==> config.mk <==
export PLATFORM = sky130hd
export DESIGN_NAME = disc_monitor
export DESIGN_NICKNAME = d
export VERILOG_FILES = /design/src/verilog/disc_pkg.sv /design/src/verilog/disc_monitor.sv
export SDC_FILE = /design/constraint.sdc
export NUM_CORES = 1
export LEC_CHECK = 0
export ABC_AREA = 1
export BUFFER_PORTS_ARGS = -buffer_cell sky130_fd_sc_hd__buf_2
export CAP_MARGIN = 5
export CORE_AREA = 2 2 158 160
export CTS_BUF_LIST = sky130_fd_sc_hd__clkbuf_4 sky130_fd_sc_hd__clkbuf_8 sky130_fd_sc_hd__clkbuf_16
export DETAILED_ROUTE_END_ITERATION = 6
export DIE_AREA = 0 0 160 162
export SLEW_MARGIN = 10
export SYNTH_ARGS = -nofsm -noshare
export SYNTH_HDL_FRONTEND = slang
export SYNTH_SLANG_ARGS = --single-unit
==> constraint.sdc <==
create_clock -name ref_clk -period 2.3 [get_ports ref_clk]
set_clock_uncertainty 0.1 [all_clocks]
set_input_delay 0.23 -clock ref_clk [delete_from_list [all_inputs] [get_ports ref_clk]]
set_output_delay 0.23 -clock ref_clk [all_outputs]
set_load 0.02 [all_outputs]
==> src/verilog/disc_pkg.sv <==
// Purpose: Shared constants and types for the input discrepancy monitor
// Assumes: 20 MHz reference clock
// Notes:   Tolerance modes select a time base per input byte
package disc_pkg;
    localparam int unsigned CLK_HZ        = 20_000_000;
    localparam int unsigned SHORT_US      = 1_000;  // About one millisecond
    localparam int unsigned AVERAGE_US    = 5_000;  // About five milliseconds
    localparam int unsigned SHORT_CYCLES  = (CLK_HZ / 1_000_000) * SHORT_US;
    localparam int unsigned AVG_CYCLES    = (CLK_HZ / 1_000_000) * AVERAGE_US;
    localparam int unsigned CNT_W         = 20;
    localparam logic [7:0]  HOLD_RESET    = 8'h00;

    // Tolerance choices per input byte
    typedef enum logic [1:0] {
        TOL_SHORT   = 2'b00,
        TOL_AVERAGE = 2'b01,
        TOL_MAIN    = 2'b10,
        TOL_TIMED   = 2'b11
    } tol_mode_e;

    // Per-byte tolerance setting from the system parameter block
    typedef struct packed {
        tol_mode_e  mode;
        logic [7:0] cycles;
    } tol_cfg_s;

    // Per-byte status
    typedef struct packed {
        logic timing;
        logic failure;
    } byte_stat_s;
endpackage : disc_pkg

==> src/verilog/disc_monitor.sv <==
// Purpose: Compare two subunit readings of input bytes and time mismatches
// Assumes: Readings and cycle strobes are synchronous to ref_clk
// Notes:   Cycle-count tolerances carry one cycle of slack
// Operation
// [RQ1] Compare both subunit readings, every input bit
// [RQ2] Tolerance configurable separately per input byte
// [RQ3] Hold last coinciding value while timing
// [RQ4] Overlong mismatch raises failure and error
// [RQ5] Interrupt inputs: short, average, main cycles
// [RQ6] Bytes 32-33: short, main or timed cycles; the code also accepts average for every non-interrupt byte
// [RQ7] Power restore clears timers, restarts if mismatched
// [RQ8] Cycle counts checked at boundaries, one slack
// [RQ9] Timer starts on mismatch, clears on agreement
`timescale 1ns/1ps

// Per-byte discrepancy tracker.
// Compares both readings of one input byte, times a mismatch against the
// tolerance chosen for this byte, holds the last coinciding value meanwhile
// and latches a failure when the mismatch outlasts the tolerance.
// Limitation: the timer saturates at its limit, so a failure is reported
// once per byte until the next restart, however long the mismatch lasts.
module disc_byte_tracker #(
    parameter int unsigned SHORT_TICKS = disc_pkg::SHORT_CYCLES,
    parameter int unsigned AVG_TICKS   = disc_pkg::AVG_CYCLES
) (
    // Clock and reset
    input  wire logic          ref_clk,
    input  wire logic          rst_b,
    // Both subunit readings of this byte
    input  wire logic [7:0]    rd_a,
    input  wire logic [7:0]    rd_b,
    // Tolerance setting and cycle boundaries
    input  disc_pkg::tol_cfg_s cfg,
    input  wire logic          irq_byte,
    input  wire logic          main_program_cycle,
    input  wire logic          timed_interrupt_cycle,
    // Results for this byte
    output logic [7:0]         held,
    output logic               timing,
    output logic               failure,
    output logic               fail_new
);
    // Counter width and the fixed limits at that width
    localparam int unsigned   CW        = disc_pkg::CNT_W;
    localparam logic [CW-1:0] SHORT_LIM = CW'(SHORT_TICKS);
    localparam logic [CW-1:0] AVG_LIM   = CW'(AVG_TICKS);
    localparam logic [CW-1:0] CNT_ONE   = CW'(1);

    // Decoded per-cycle conditions
    disc_pkg::tol_mode_e mode_w;
    logic                mismatch;
    logic                tick;
    logic                expired;
    logic [CW-1:0]       limit;

    // Timer, held value and failure latch
    logic [CW-1:0]       cnt_r;
    logic [CW-1:0]       cnt_nxt;
    logic [7:0]          hold_r;
    logic [7:0]          hold_nxt;
    logic                timing_r;
    logic                fail_r;
    logic                fail_nxt;

    // Any differing bit counts; no single bit is trusted on its own
    assign mismatch = (rd_a != rd_b);                                    // RQ1

    // Interrupt bytes have no timed-cycle choice; fall back to main cycles
    assign mode_w = (irq_byte && (cfg.mode == disc_pkg::TOL_TIMED)) ?
                    disc_pkg::TOL_MAIN : cfg.mode;                       // RQ5 RQ6

    // Cycle modes count only at cycle boundaries, so expiry may slip one
    assign tick = (mode_w == disc_pkg::TOL_MAIN)  ? main_program_cycle :
                  (mode_w == disc_pkg::TOL_TIMED) ? timed_interrupt_cycle :
                  1'b1;                                                  // RQ8

    // Fixed times for short and average, configured count otherwise
    assign limit = (mode_w == disc_pkg::TOL_SHORT)   ? SHORT_LIM :
                   (mode_w == disc_pkg::TOL_AVERAGE) ? AVG_LIM :
                   CW'(cfg.cycles);                                      // RQ2

    // Expiry needs a running timer and a mismatch still present
    assign expired = timing_r && mismatch && (cnt_r >= limit);           // RQ4

    // Agreement clears the timer at once; it stops counting at expiry
    assign cnt_nxt = !mismatch          ? '0 :
                     (tick && !expired) ? cnt_r + CNT_ONE :
                     cnt_r;                                              // RQ9

    // Only a coinciding reading passes on; otherwise the last one stands
    assign hold_nxt = mismatch ? hold_r : rd_a;                          // RQ3

    // Failure stays latched until restart
    assign fail_nxt = fail_r | expired;                                  // RQ4

    // Reset stands for power restore: timers restart if still apart
    always_ff @(posedge ref_clk) begin
        if (!rst_b) begin                                                // RQ7
            cnt_r    <= '0;
            timing_r <= 1'b0;
            fail_r   <= 1'b0;
            hold_r   <= disc_pkg::HOLD_RESET;
        end else begin
            cnt_r    <= cnt_nxt;
            timing_r <= mismatch;                                        // RQ9
            fail_r   <= fail_nxt;
            hold_r   <= hold_nxt;
        end
    end

    // Results straight from the flip-flops
    assign held     = hold_r;
    assign timing   = timing_r;
    assign failure  = fail_r;
    // A new failure is the first expiry, one cycle before the latch shows it
    assign fail_new = expired && !fail_r;
endmodule : disc_byte_tracker

// Discrepancy monitor for a group of input bytes.
// Each byte has its own tracker and tolerance; the failure of any byte is
// collected into one latched hardware failure and one error pulse.
// Trade-off: the error pulse comes one cycle after the expiry so that it
// is a clean flip-flop output rather than a wide combinational OR.
module disc_monitor #(
    parameter int unsigned NBYTES      = 4,
    parameter int unsigned SHORT_TICKS = disc_pkg::SHORT_CYCLES,
    parameter int unsigned AVG_TICKS   = disc_pkg::AVG_CYCLES,
    parameter logic [NBYTES-1:0] IRQ_BYTE = '0
) (
    // Clock and reset
    input  wire logic                         ref_clk,
    input  wire logic                         rst_b,
    // Input readings of both subunits
    input  wire logic [NBYTES-1:0][7:0]       read_a,
    input  wire logic [NBYTES-1:0][7:0]       read_b,
    // Tolerance setting and cycle boundaries
    input  disc_pkg::tol_cfg_s [NBYTES-1:0]   tol_cfg,
    input  wire logic                         main_program_cycle,
    input  wire logic                         timed_interrupt_cycle,
    // Results to the user program
    output logic [NBYTES-1:0][7:0]            input_byte,
    output disc_pkg::byte_stat_s [NBYTES-1:0] stat,
    output logic                              hw_failure,
    output logic                              error_pulse
);
    // Per-byte results; unpacked so each tracker drives its own element
    logic [7:0] held_w     [NBYTES];
    logic       timing_w   [NBYTES];
    logic       failure_w  [NBYTES];
    logic       fail_new_w [NBYTES];
    logic       fail_any_new;

    // Collected failure and error pulse
    logic       fail_any_r;
    logic       fail_any_nxt;
    logic       err_r;
    logic       err_nxt;

    // One tracker per input byte, each with its own tolerance
    for (genvar g = 0; g < NBYTES; g++) begin : gen_byte
        disc_byte_tracker #(
            .SHORT_TICKS (SHORT_TICKS),
            .AVG_TICKS   (AVG_TICKS)
        ) u_trk (
            .ref_clk               (ref_clk),
            .rst_b                 (rst_b),
            .rd_a                  (read_a[g]),
            .rd_b                  (read_b[g]),
            .cfg                   (tol_cfg[g]),                         // RQ2
            .irq_byte              (IRQ_BYTE[g]),                        // RQ5
            .main_program_cycle    (main_program_cycle),
            .timed_interrupt_cycle (timed_interrupt_cycle),
            .held                  (held_w[g]),
            .timing                (timing_w[g]),
            .failure               (failure_w[g]),
            .fail_new              (fail_new_w[g])
        );
    end

    // Gather per-byte results into the packed outputs
    always_comb begin
        fail_any_new = 1'b0;
        for (int i = 0; i < NBYTES; i++) begin
            input_byte[i]   = held_w[i];                                 // RQ3
            stat[i].timing  = timing_w[i];
            stat[i].failure = failure_w[i];
            fail_any_new    = fail_any_new | fail_new_w[i];
        end
    end

    // A new failure wins over holding; the latch never clears before reset
    assign fail_any_nxt = fail_any_r | fail_any_new;                     // RQ4
    assign err_nxt      = fail_any_new;                                  // RQ4

    // Failure is latched until reset; error is high the cycle after each cycle with a new failure
    always_ff @(posedge ref_clk) begin
        if (!rst_b) begin
            fail_any_r <= 1'b0;
            err_r      <= 1'b0;
        end else begin
            fail_any_r <= fail_any_nxt;
            err_r      <= err_nxt;
        end
    end

    // Both from flip-flops, safe to use anywhere
    assign hw_failure  = fail_any_r;
    assign error_pulse = err_r;
endmodule : disc_monitor

# Word level (Yosys, flattened, before mapping)
# Index checks and enable logic that the tools add are counted.
classes:
  n_addsub: 4
  magnitude_cmp: 4
  n_eq_ne: 16
  muxes: 16
  n_bitwise: 8
  n_reduce_logical: 32
ops:
  columns: ["op", "count"]
  rows:
  - ["adder 20 x 1 -> 20 bit (second input constant)", 4]
  - ["greater-or-equal comparator 20 bit", 4]
  - ["two-way mux 20 bit", 4]
  - ["two-way mux 17 bit", 4]
  - ["inequality test 8 bit", 4]
  - ["== test 2 bit (second input constant)", 8]
  - ["logical AND 1 bit", 16]
  - ["== test 2 x 1 -> 1 bit (second input constant)", 4]
  - ["logical NOT 1 bit", 8]
  - ["logical NOT 2 bit", 4]
  - ["two-way mux 1 bit", 8]
  - ["OR 1 bit", 8]
  - ["AND reduction 2 bit", 4]
word_totals:
  regBits: 122
  inputBits: 108
  wordCells: 98

# Depth between registers and ports, before layout
logic_depth:
  ltp_word: 10
  depth_mapped: 19

# Cells and area by module
# Synthesis repeated with hierarchy kept, for this count alone.
unflattened:
  cells_unflattened: 1280
  area_unflattened_um2: 8569.5
by_module_without_submodules:
  columns: ["mod", "n_inst", "cells_each", "area_each_um2", "seq_area_each_um2"]
  rows:
  - ["disc_byte_tracker (gen_byte[0].u_trk ...)", 3, 316, 2138.3, 600.6]
  - ["disc_byte_tracker (gen_byte[2].u_trk)", 1, 322, 2084.5, 600.6]
  - ["disc_monitor", 1, 10, 70.1, 40.0]

# Worst setup path after synthesis
# Ideal clock, no wire load.
synth_path:
  kind: "input to register"
  startpoint: "in tol_cfg[29] (netlist name)"
  endpoint: "reg gen_byte[2].u_trk.cnt_r[14]"
  setup_ns: 0.110
  arrival_ns: 1.923
  required_ns: 2.090
  setup_slack_ns: 0.167
  cell_stages: 17
  path_cell_list: "buf_2 -> or2_2 -> o21ai_0 -> ha_1 -> nand2_1 -> inv_1 -> nand2_1 -> nand2_1 -> nand2_1 -> nand2_1 -> nand2_1 -> nand4_2 -> a21boi_2 -> buf_4 -> nand3_1 -> nand2_1 -> nor2_1"
synth_via:
  elab_chain_len: 7
  elab_cells_between_ends: 12
  cone_classes: "1 x order compare; 3 x eq/ne; 4 x mux; 4 x reduce/logical"
synth_rtl:
  columns: ["element", "line", "source"]
  rows:
  - ["start, declared", "disc_monitor.sv:137", "input disc_pkg::tol_cfg_s [NBYTES-1:0] tol_cfg,"]
  - ["== test 2 x 1 -> 1 bit", "disc_monitor.sv:79", "(mode_w == disc_pkg::TOL_AVERAGE) ? AVG_LIM :"]
  - ["two-way mux 17 bit", "disc_monitor.sv:79", null]
  - ["two-way mux 20 bit", "disc_monitor.sv:78", "assign limit = (mode_w == disc_pkg::TOL_SHORT) ? SHORT_LIM :"]
  - ["greater-or-equal comparator 20 bit", "disc_monitor.sv:83", "assign expired = timing_r && mismatch && (cnt_r >= limit);"]
  - ["logical AND 1 bit", "disc_monitor.sv:83", null]
  - ["logical NOT 1 bit", "disc_monitor.sv:87", "(tick && !expired) ? cnt_r + CNT_ONE :"]
  - ["logical AND 1 bit (*)", "disc_monitor.sv:87", null]
  - ["end signal, assigned", "disc_monitor.sv:104", "cnt_r <= cnt_nxt;"]
  - ["end, declared", "disc_monitor.sv:57", "logic [CW-1:0] cnt_r;"]
# Every way passes the cells marked *; elsewhere a longest branch is shown, timed or not.
# A chain may end at the register's enable or synchronous reset.

# Final worst setup path
layout_path:
  startpoint: "reg gen_byte[0].u_trk.cnt_r[11]"
  endpoint: "reg gen_byte[0].u_trk.cnt_r[16]"
layout_via:
  elab_chain_len: 4
  elab_cells_between_ends: 5
  cone_classes: "1 x add/sub; 1 x order compare; 3 x reduce/logical"
layout_rtl:
  columns: ["element", "line"]
  rows:
  - ["start, declared", "disc_monitor.sv:57"]
  - ["start signal, assigned", "disc_monitor.sv:104"]
  - ["greater-or-equal comparator 20 bit", "disc_monitor.sv:83"]
  - ["logical AND 1 bit", "disc_monitor.sv:83"]
  - ["logical NOT 1 bit", "disc_monitor.sv:87"]
  - ["logical AND 1 bit", "disc_monitor.sv:87"]
# Several ways; a longest one is shown, not always the timed one.

==> metrics <==
DIE HEIGHT=around 160 um; FILL cells=~2600; critical path, cell by cell=ha_1, nand2_1, nor2_2, nand2_1, nor3_1, o21ai_1, nand3_2, nand2_2, nand2_4, buf_4, nand2_1, a21oi_1; DR vias=around 8600; share of flip-flops with an asynchronous set or reset after synthesis=0; Layout Cells excl Fill=roughly 1800; Worst EP required=approximately 2.5 ns; path class of the lowest-slack min-delay path=input port to register; top layer in use=met4; type of element launching the critical path=register; top cell types by occurrence after synthesis=sky130_fd_sc_hd__nand2_1, sky130_fd_sc_hd__nor2_1, sky130_fd_sc_hd__inv_1; register bit total from synthesis=between 100 and 150; Post-Synthesis Cell Area=8378 sq um; length of routed wiring on met1=between 10000 and 15000 um; count of clock tree sinks=about 120; number of violations reported at the end of detailed-routing iteration 0=between 400 and 500; Num CTS Buffers=17; most common cell in the netlist=sky130_fd_sc_hd__nand2_1; share of the yosys chip area belonging to registers=0.2915; multi-input gate area in the final layout=approximately 5200 sq um; Finish-stage setup viols=0; Slowest cell on crit path=sky130_fd_sc_hd__dfxtp_1; share of final-layout standard cells stronger than drive strength 1=0.2046; master cell of the clock root buffer=sky130_fd_sc_hd__clkbuf_16; io pins=150; Critical Path End Type=register; hold-critical path depth=3; transition time at the pin with the least slew margin=a little over 0.5 ns; Buf+Inv Stages, Crit Path=1; cell depth of the worst flop-to-flop path=12; maximum number of pins on one net before global-route repair=35; fmax=between 0.4 and 0.5 GHz; number of nets still failing antenna checks after routing=0; portion of the clock cycle consumed by the worst path in the final layout=0.9121; register-to-register path setup slack=0.20 ns; met2 WL post-DR=11710 um; P_leak=a little over 5 nW; Die Wd=about 160 um; Reg2Reg Capture Point=gen_byte[0].u_trk.cnt_r[16]$_SDFFE_PN0P_; time the final worst path needs with I/O delays and setup=around 2.1 ns; register area=~2400 sq um; HPWL after detailed placement=~19000 um; cell class contributing the biggest share of worst-path delay=simple AND/OR/NAND/NOR gates; vias in the first global route=slightly above 8000; arrival time of the worst setup path=~2.3 ns; highest fanout seen on the critical path=6; PortBufs=approximately 150; Remaining Overflow, GRT=0; source-to-sink clock delay at the later pin of the worst-skew pair=approximately 0.42 ns; max capacitance violation total=0; start point of the worst min-delay path=read_a[21]; maximum count of clock buffers along a single path=2; synth-to-layout area growth=27.99%; Pwr Density=around 520 nW/um^2; clock tree from TritonCTS=yes; Max-slew headroom=0.6569; yosys warns=0; tightest hold margin=0.01246 ns; worst-case vdd ir drop=just over 0.3 mV; ranking of synthesized cells by area=sky130_fd_sc_hd__dfxtp_1, sky130_fd_sc_hd__nand2_1, sky130_fd_sc_hd__ha_1, sky130_fd_sc_hd__nor2_1, sky130_fd_sc_hd__a21oi_1; number of instances in the placed design=between 1500 and 2000; per-cell routed wire length=13.20 um; synthesized area divided by synthesized cell count=between 6 and 7 sq um; number of different library cells in the post-synthesis netlist=39; initial cell density of the core=0.3476; post-synthesis cell type with the largest combined area=sky130_fd_sc_hd__dfxtp_1; portion of synthesized cell area occupied by the leading cell type=0.2915; via/cell ratio=approximately 4.7; placeable core area=approximately 24000 sq um; number of diodes=0; total nets after synthesis=between 1000 and 1500; # H-tree levels=4; Post-synth EDFFs=0; hold-critical path endpoint=gen_byte[2].u_trk.held[5]$_SDFFE_PN0P_; predominant post-synthesis flop cell=sky130_fd_sc_hd__dfxtp_1; number of endpoints with negative hold slack in the final report=0; dominant cell type by count on the critical path=sky130_fd_sc_hd__nand2_1; metal3 WL=roughly 730 um; Post-CTS Setup Bufs=0; RePlAce Congestion=0.9138; wire length of the first global-routing pass=roughly 39000 um; GRT Total Usage=0.1870; post-detailed-routing wire length=23950 um; antenna violations before repair=0; number of instances in the synthesized netlist=between 1000 and 1500; result of the run=completed; final max-slew violation count=0; fin nets=about 1600; Initial DRT Pass Iterations=7; type of the setup path with the least slack=register to register; remaining routing DRC violations=0; peak per-stage delay on the critical path=~0.36 ns; Die Outline Area=25920 sq um; total number of placement rows=between 50 and 60; clock-pin slew of the registers on the worst-case setup and hold paths=around 0.05 ns; startpoint of the lowest-slack register-to-register path=gen_byte[0].u_trk.cnt_r[11]$_SDFFE_PN0P_
## what timing repair did
item / in CTS / in global routing
hold endpoints to repair: 29 / 0
endpoints found under the setup margin: 0 / 16
resized for setup: 0 / 5
hold buffers: 29 / 0
## layout by cell type, fill, tap and decap left out, drive strengths merged, types with 5 or more instances in the layout
| cell | instances |
|---|---|
| dlygate4sd3 | 29 |
| or2 | 11 |
| nand4 | 27 |
| inv | 133 |
| nor3 | 20 |
| nand3 | 88 |
| o22ai | 5 |
| clkinv | 8 |
| xnor2 | 26 |
| nand3b | 5 |
| xor2 | 48 |
| clkbuf | 23 |
| nor4 | 8 |
| nand2 | 318 |
| dfxtp | 122 |
| a21oi | 119 |
| buf | 218 |
| nor2 | 158 |
| o21ai | 54 |
| ha | 58 |
## final cells by class
class / instances / area share
tap: 324 / 0.03781
clock buffer: 23 / 0.04621
timing repair buffer: 247 / 0.1499
multi-input combinational: 955 / 0.4813
inverter: 136 / 0.04831
clock inverter: 8 / 0.008635
sequential: 122 / 0.2278
## layer usage
layer | vias up | track usage
met5 | - | 0
met4 | 0 | 0.05201
met3 | 24 | 0.03320
met2 | 159 | 0.3333
met1 | 3864 | 0.2320
li1 | 4534 | -
## cell families after synthesis
group / Yosys count / share of synthesized area
AO/OA/AOI/OAI: 184 / 0.1178
adder cells (fa/ha/maj): 58 / 0.08662
XOR/XNOR: 74 / 0.07736
buffers and inverters: 179 / 0.09334
AND/OR/NAND/NOR: 639 / 0.3333
flip-flops: 122 / 0.2915
## worst min-delay path, stage by stage
cell and delay, ns:
sky130_fd_sc_hd__buf_2 0.11, sky130_fd_sc_hd__nor2_1 0.05, sky130_fd_sc_hd__nor2_1 0.09
## metrics by stage
stage	instance area [sq um]	setup TNS (ns)	total power, mW	util	setup WS [ns]
2_1_floorplan	8378	0	2.605	-	0.1672
3_5_place_dp	9831	-5.871	2.900	0.4078	-0.1613
6_report	10720	0	5.585	0.4448	0.2021
5_1_grt	10720	-0.0004634	5.837	0.4448	-0.0004634
3_3_place_gp	9831	-4.612	2.889	0.4078	-0.1860
4_1_cts	10710	0	5.653	0.4443	0.1383
## how the worst max path moves through the flow
| stage | start | depth (start not counted) | to | slack [ns] |
|---|---|---|---|---|
| 3_3_place_gp | tol_cfg[8] | 17 | gen_byte[0].u_trk.cnt_r[15]$_SDFFE_PN0P_ | -0.19 |
| 3_5_place_dp | tol_cfg[8] | 17 | gen_byte[0].u_trk.cnt_r[2]$_SDFFE_PN0P_ | -0.16 |
| 4_1_cts | read_a[19] | 12 | gen_byte[2].u_trk.cnt_r[18]$_SDFFE_PN0P_ | 0.14 |
| 5_1_grt | gen_byte[0].u_trk.cnt_r[11]$_SDFFE_PN0P_ | 12 | gen_byte[0].u_trk.cnt_r[14]$_SDFFE_PN0P_ | -0.0005 |
| 2_1_floorplan | tol_cfg[29] | 17 | gen_byte[2].u_trk.cnt_r[14]$_SDFFE_PN0P_ | 0.17 |
| 6_report | gen_byte[0].u_trk.cnt_r[11]$_SDFFE_PN0P_ | 12 | gen_byte[0].u_trk.cnt_r[16]$_SDFFE_PN0P_ | 0.20 |
## registers in the layout, summed over array words and instances (netlist names)
register                cells
hw_failure                  1
gen_byte.u_trk.cnt_r       80
gen_byte.u_trk.held        32
gen_byte.u_trk.failure      4
gen_byte.u_trk.timing       4
error_pulse                 1
## where the power goes
part	internal, mW	switching (mW)
clock	1.72	0.971
sequential	2.14	0.0255
combinational	0.317	0.411
total	4.18	1.41
No activity file was read; power rests on OpenSTA's default activity.
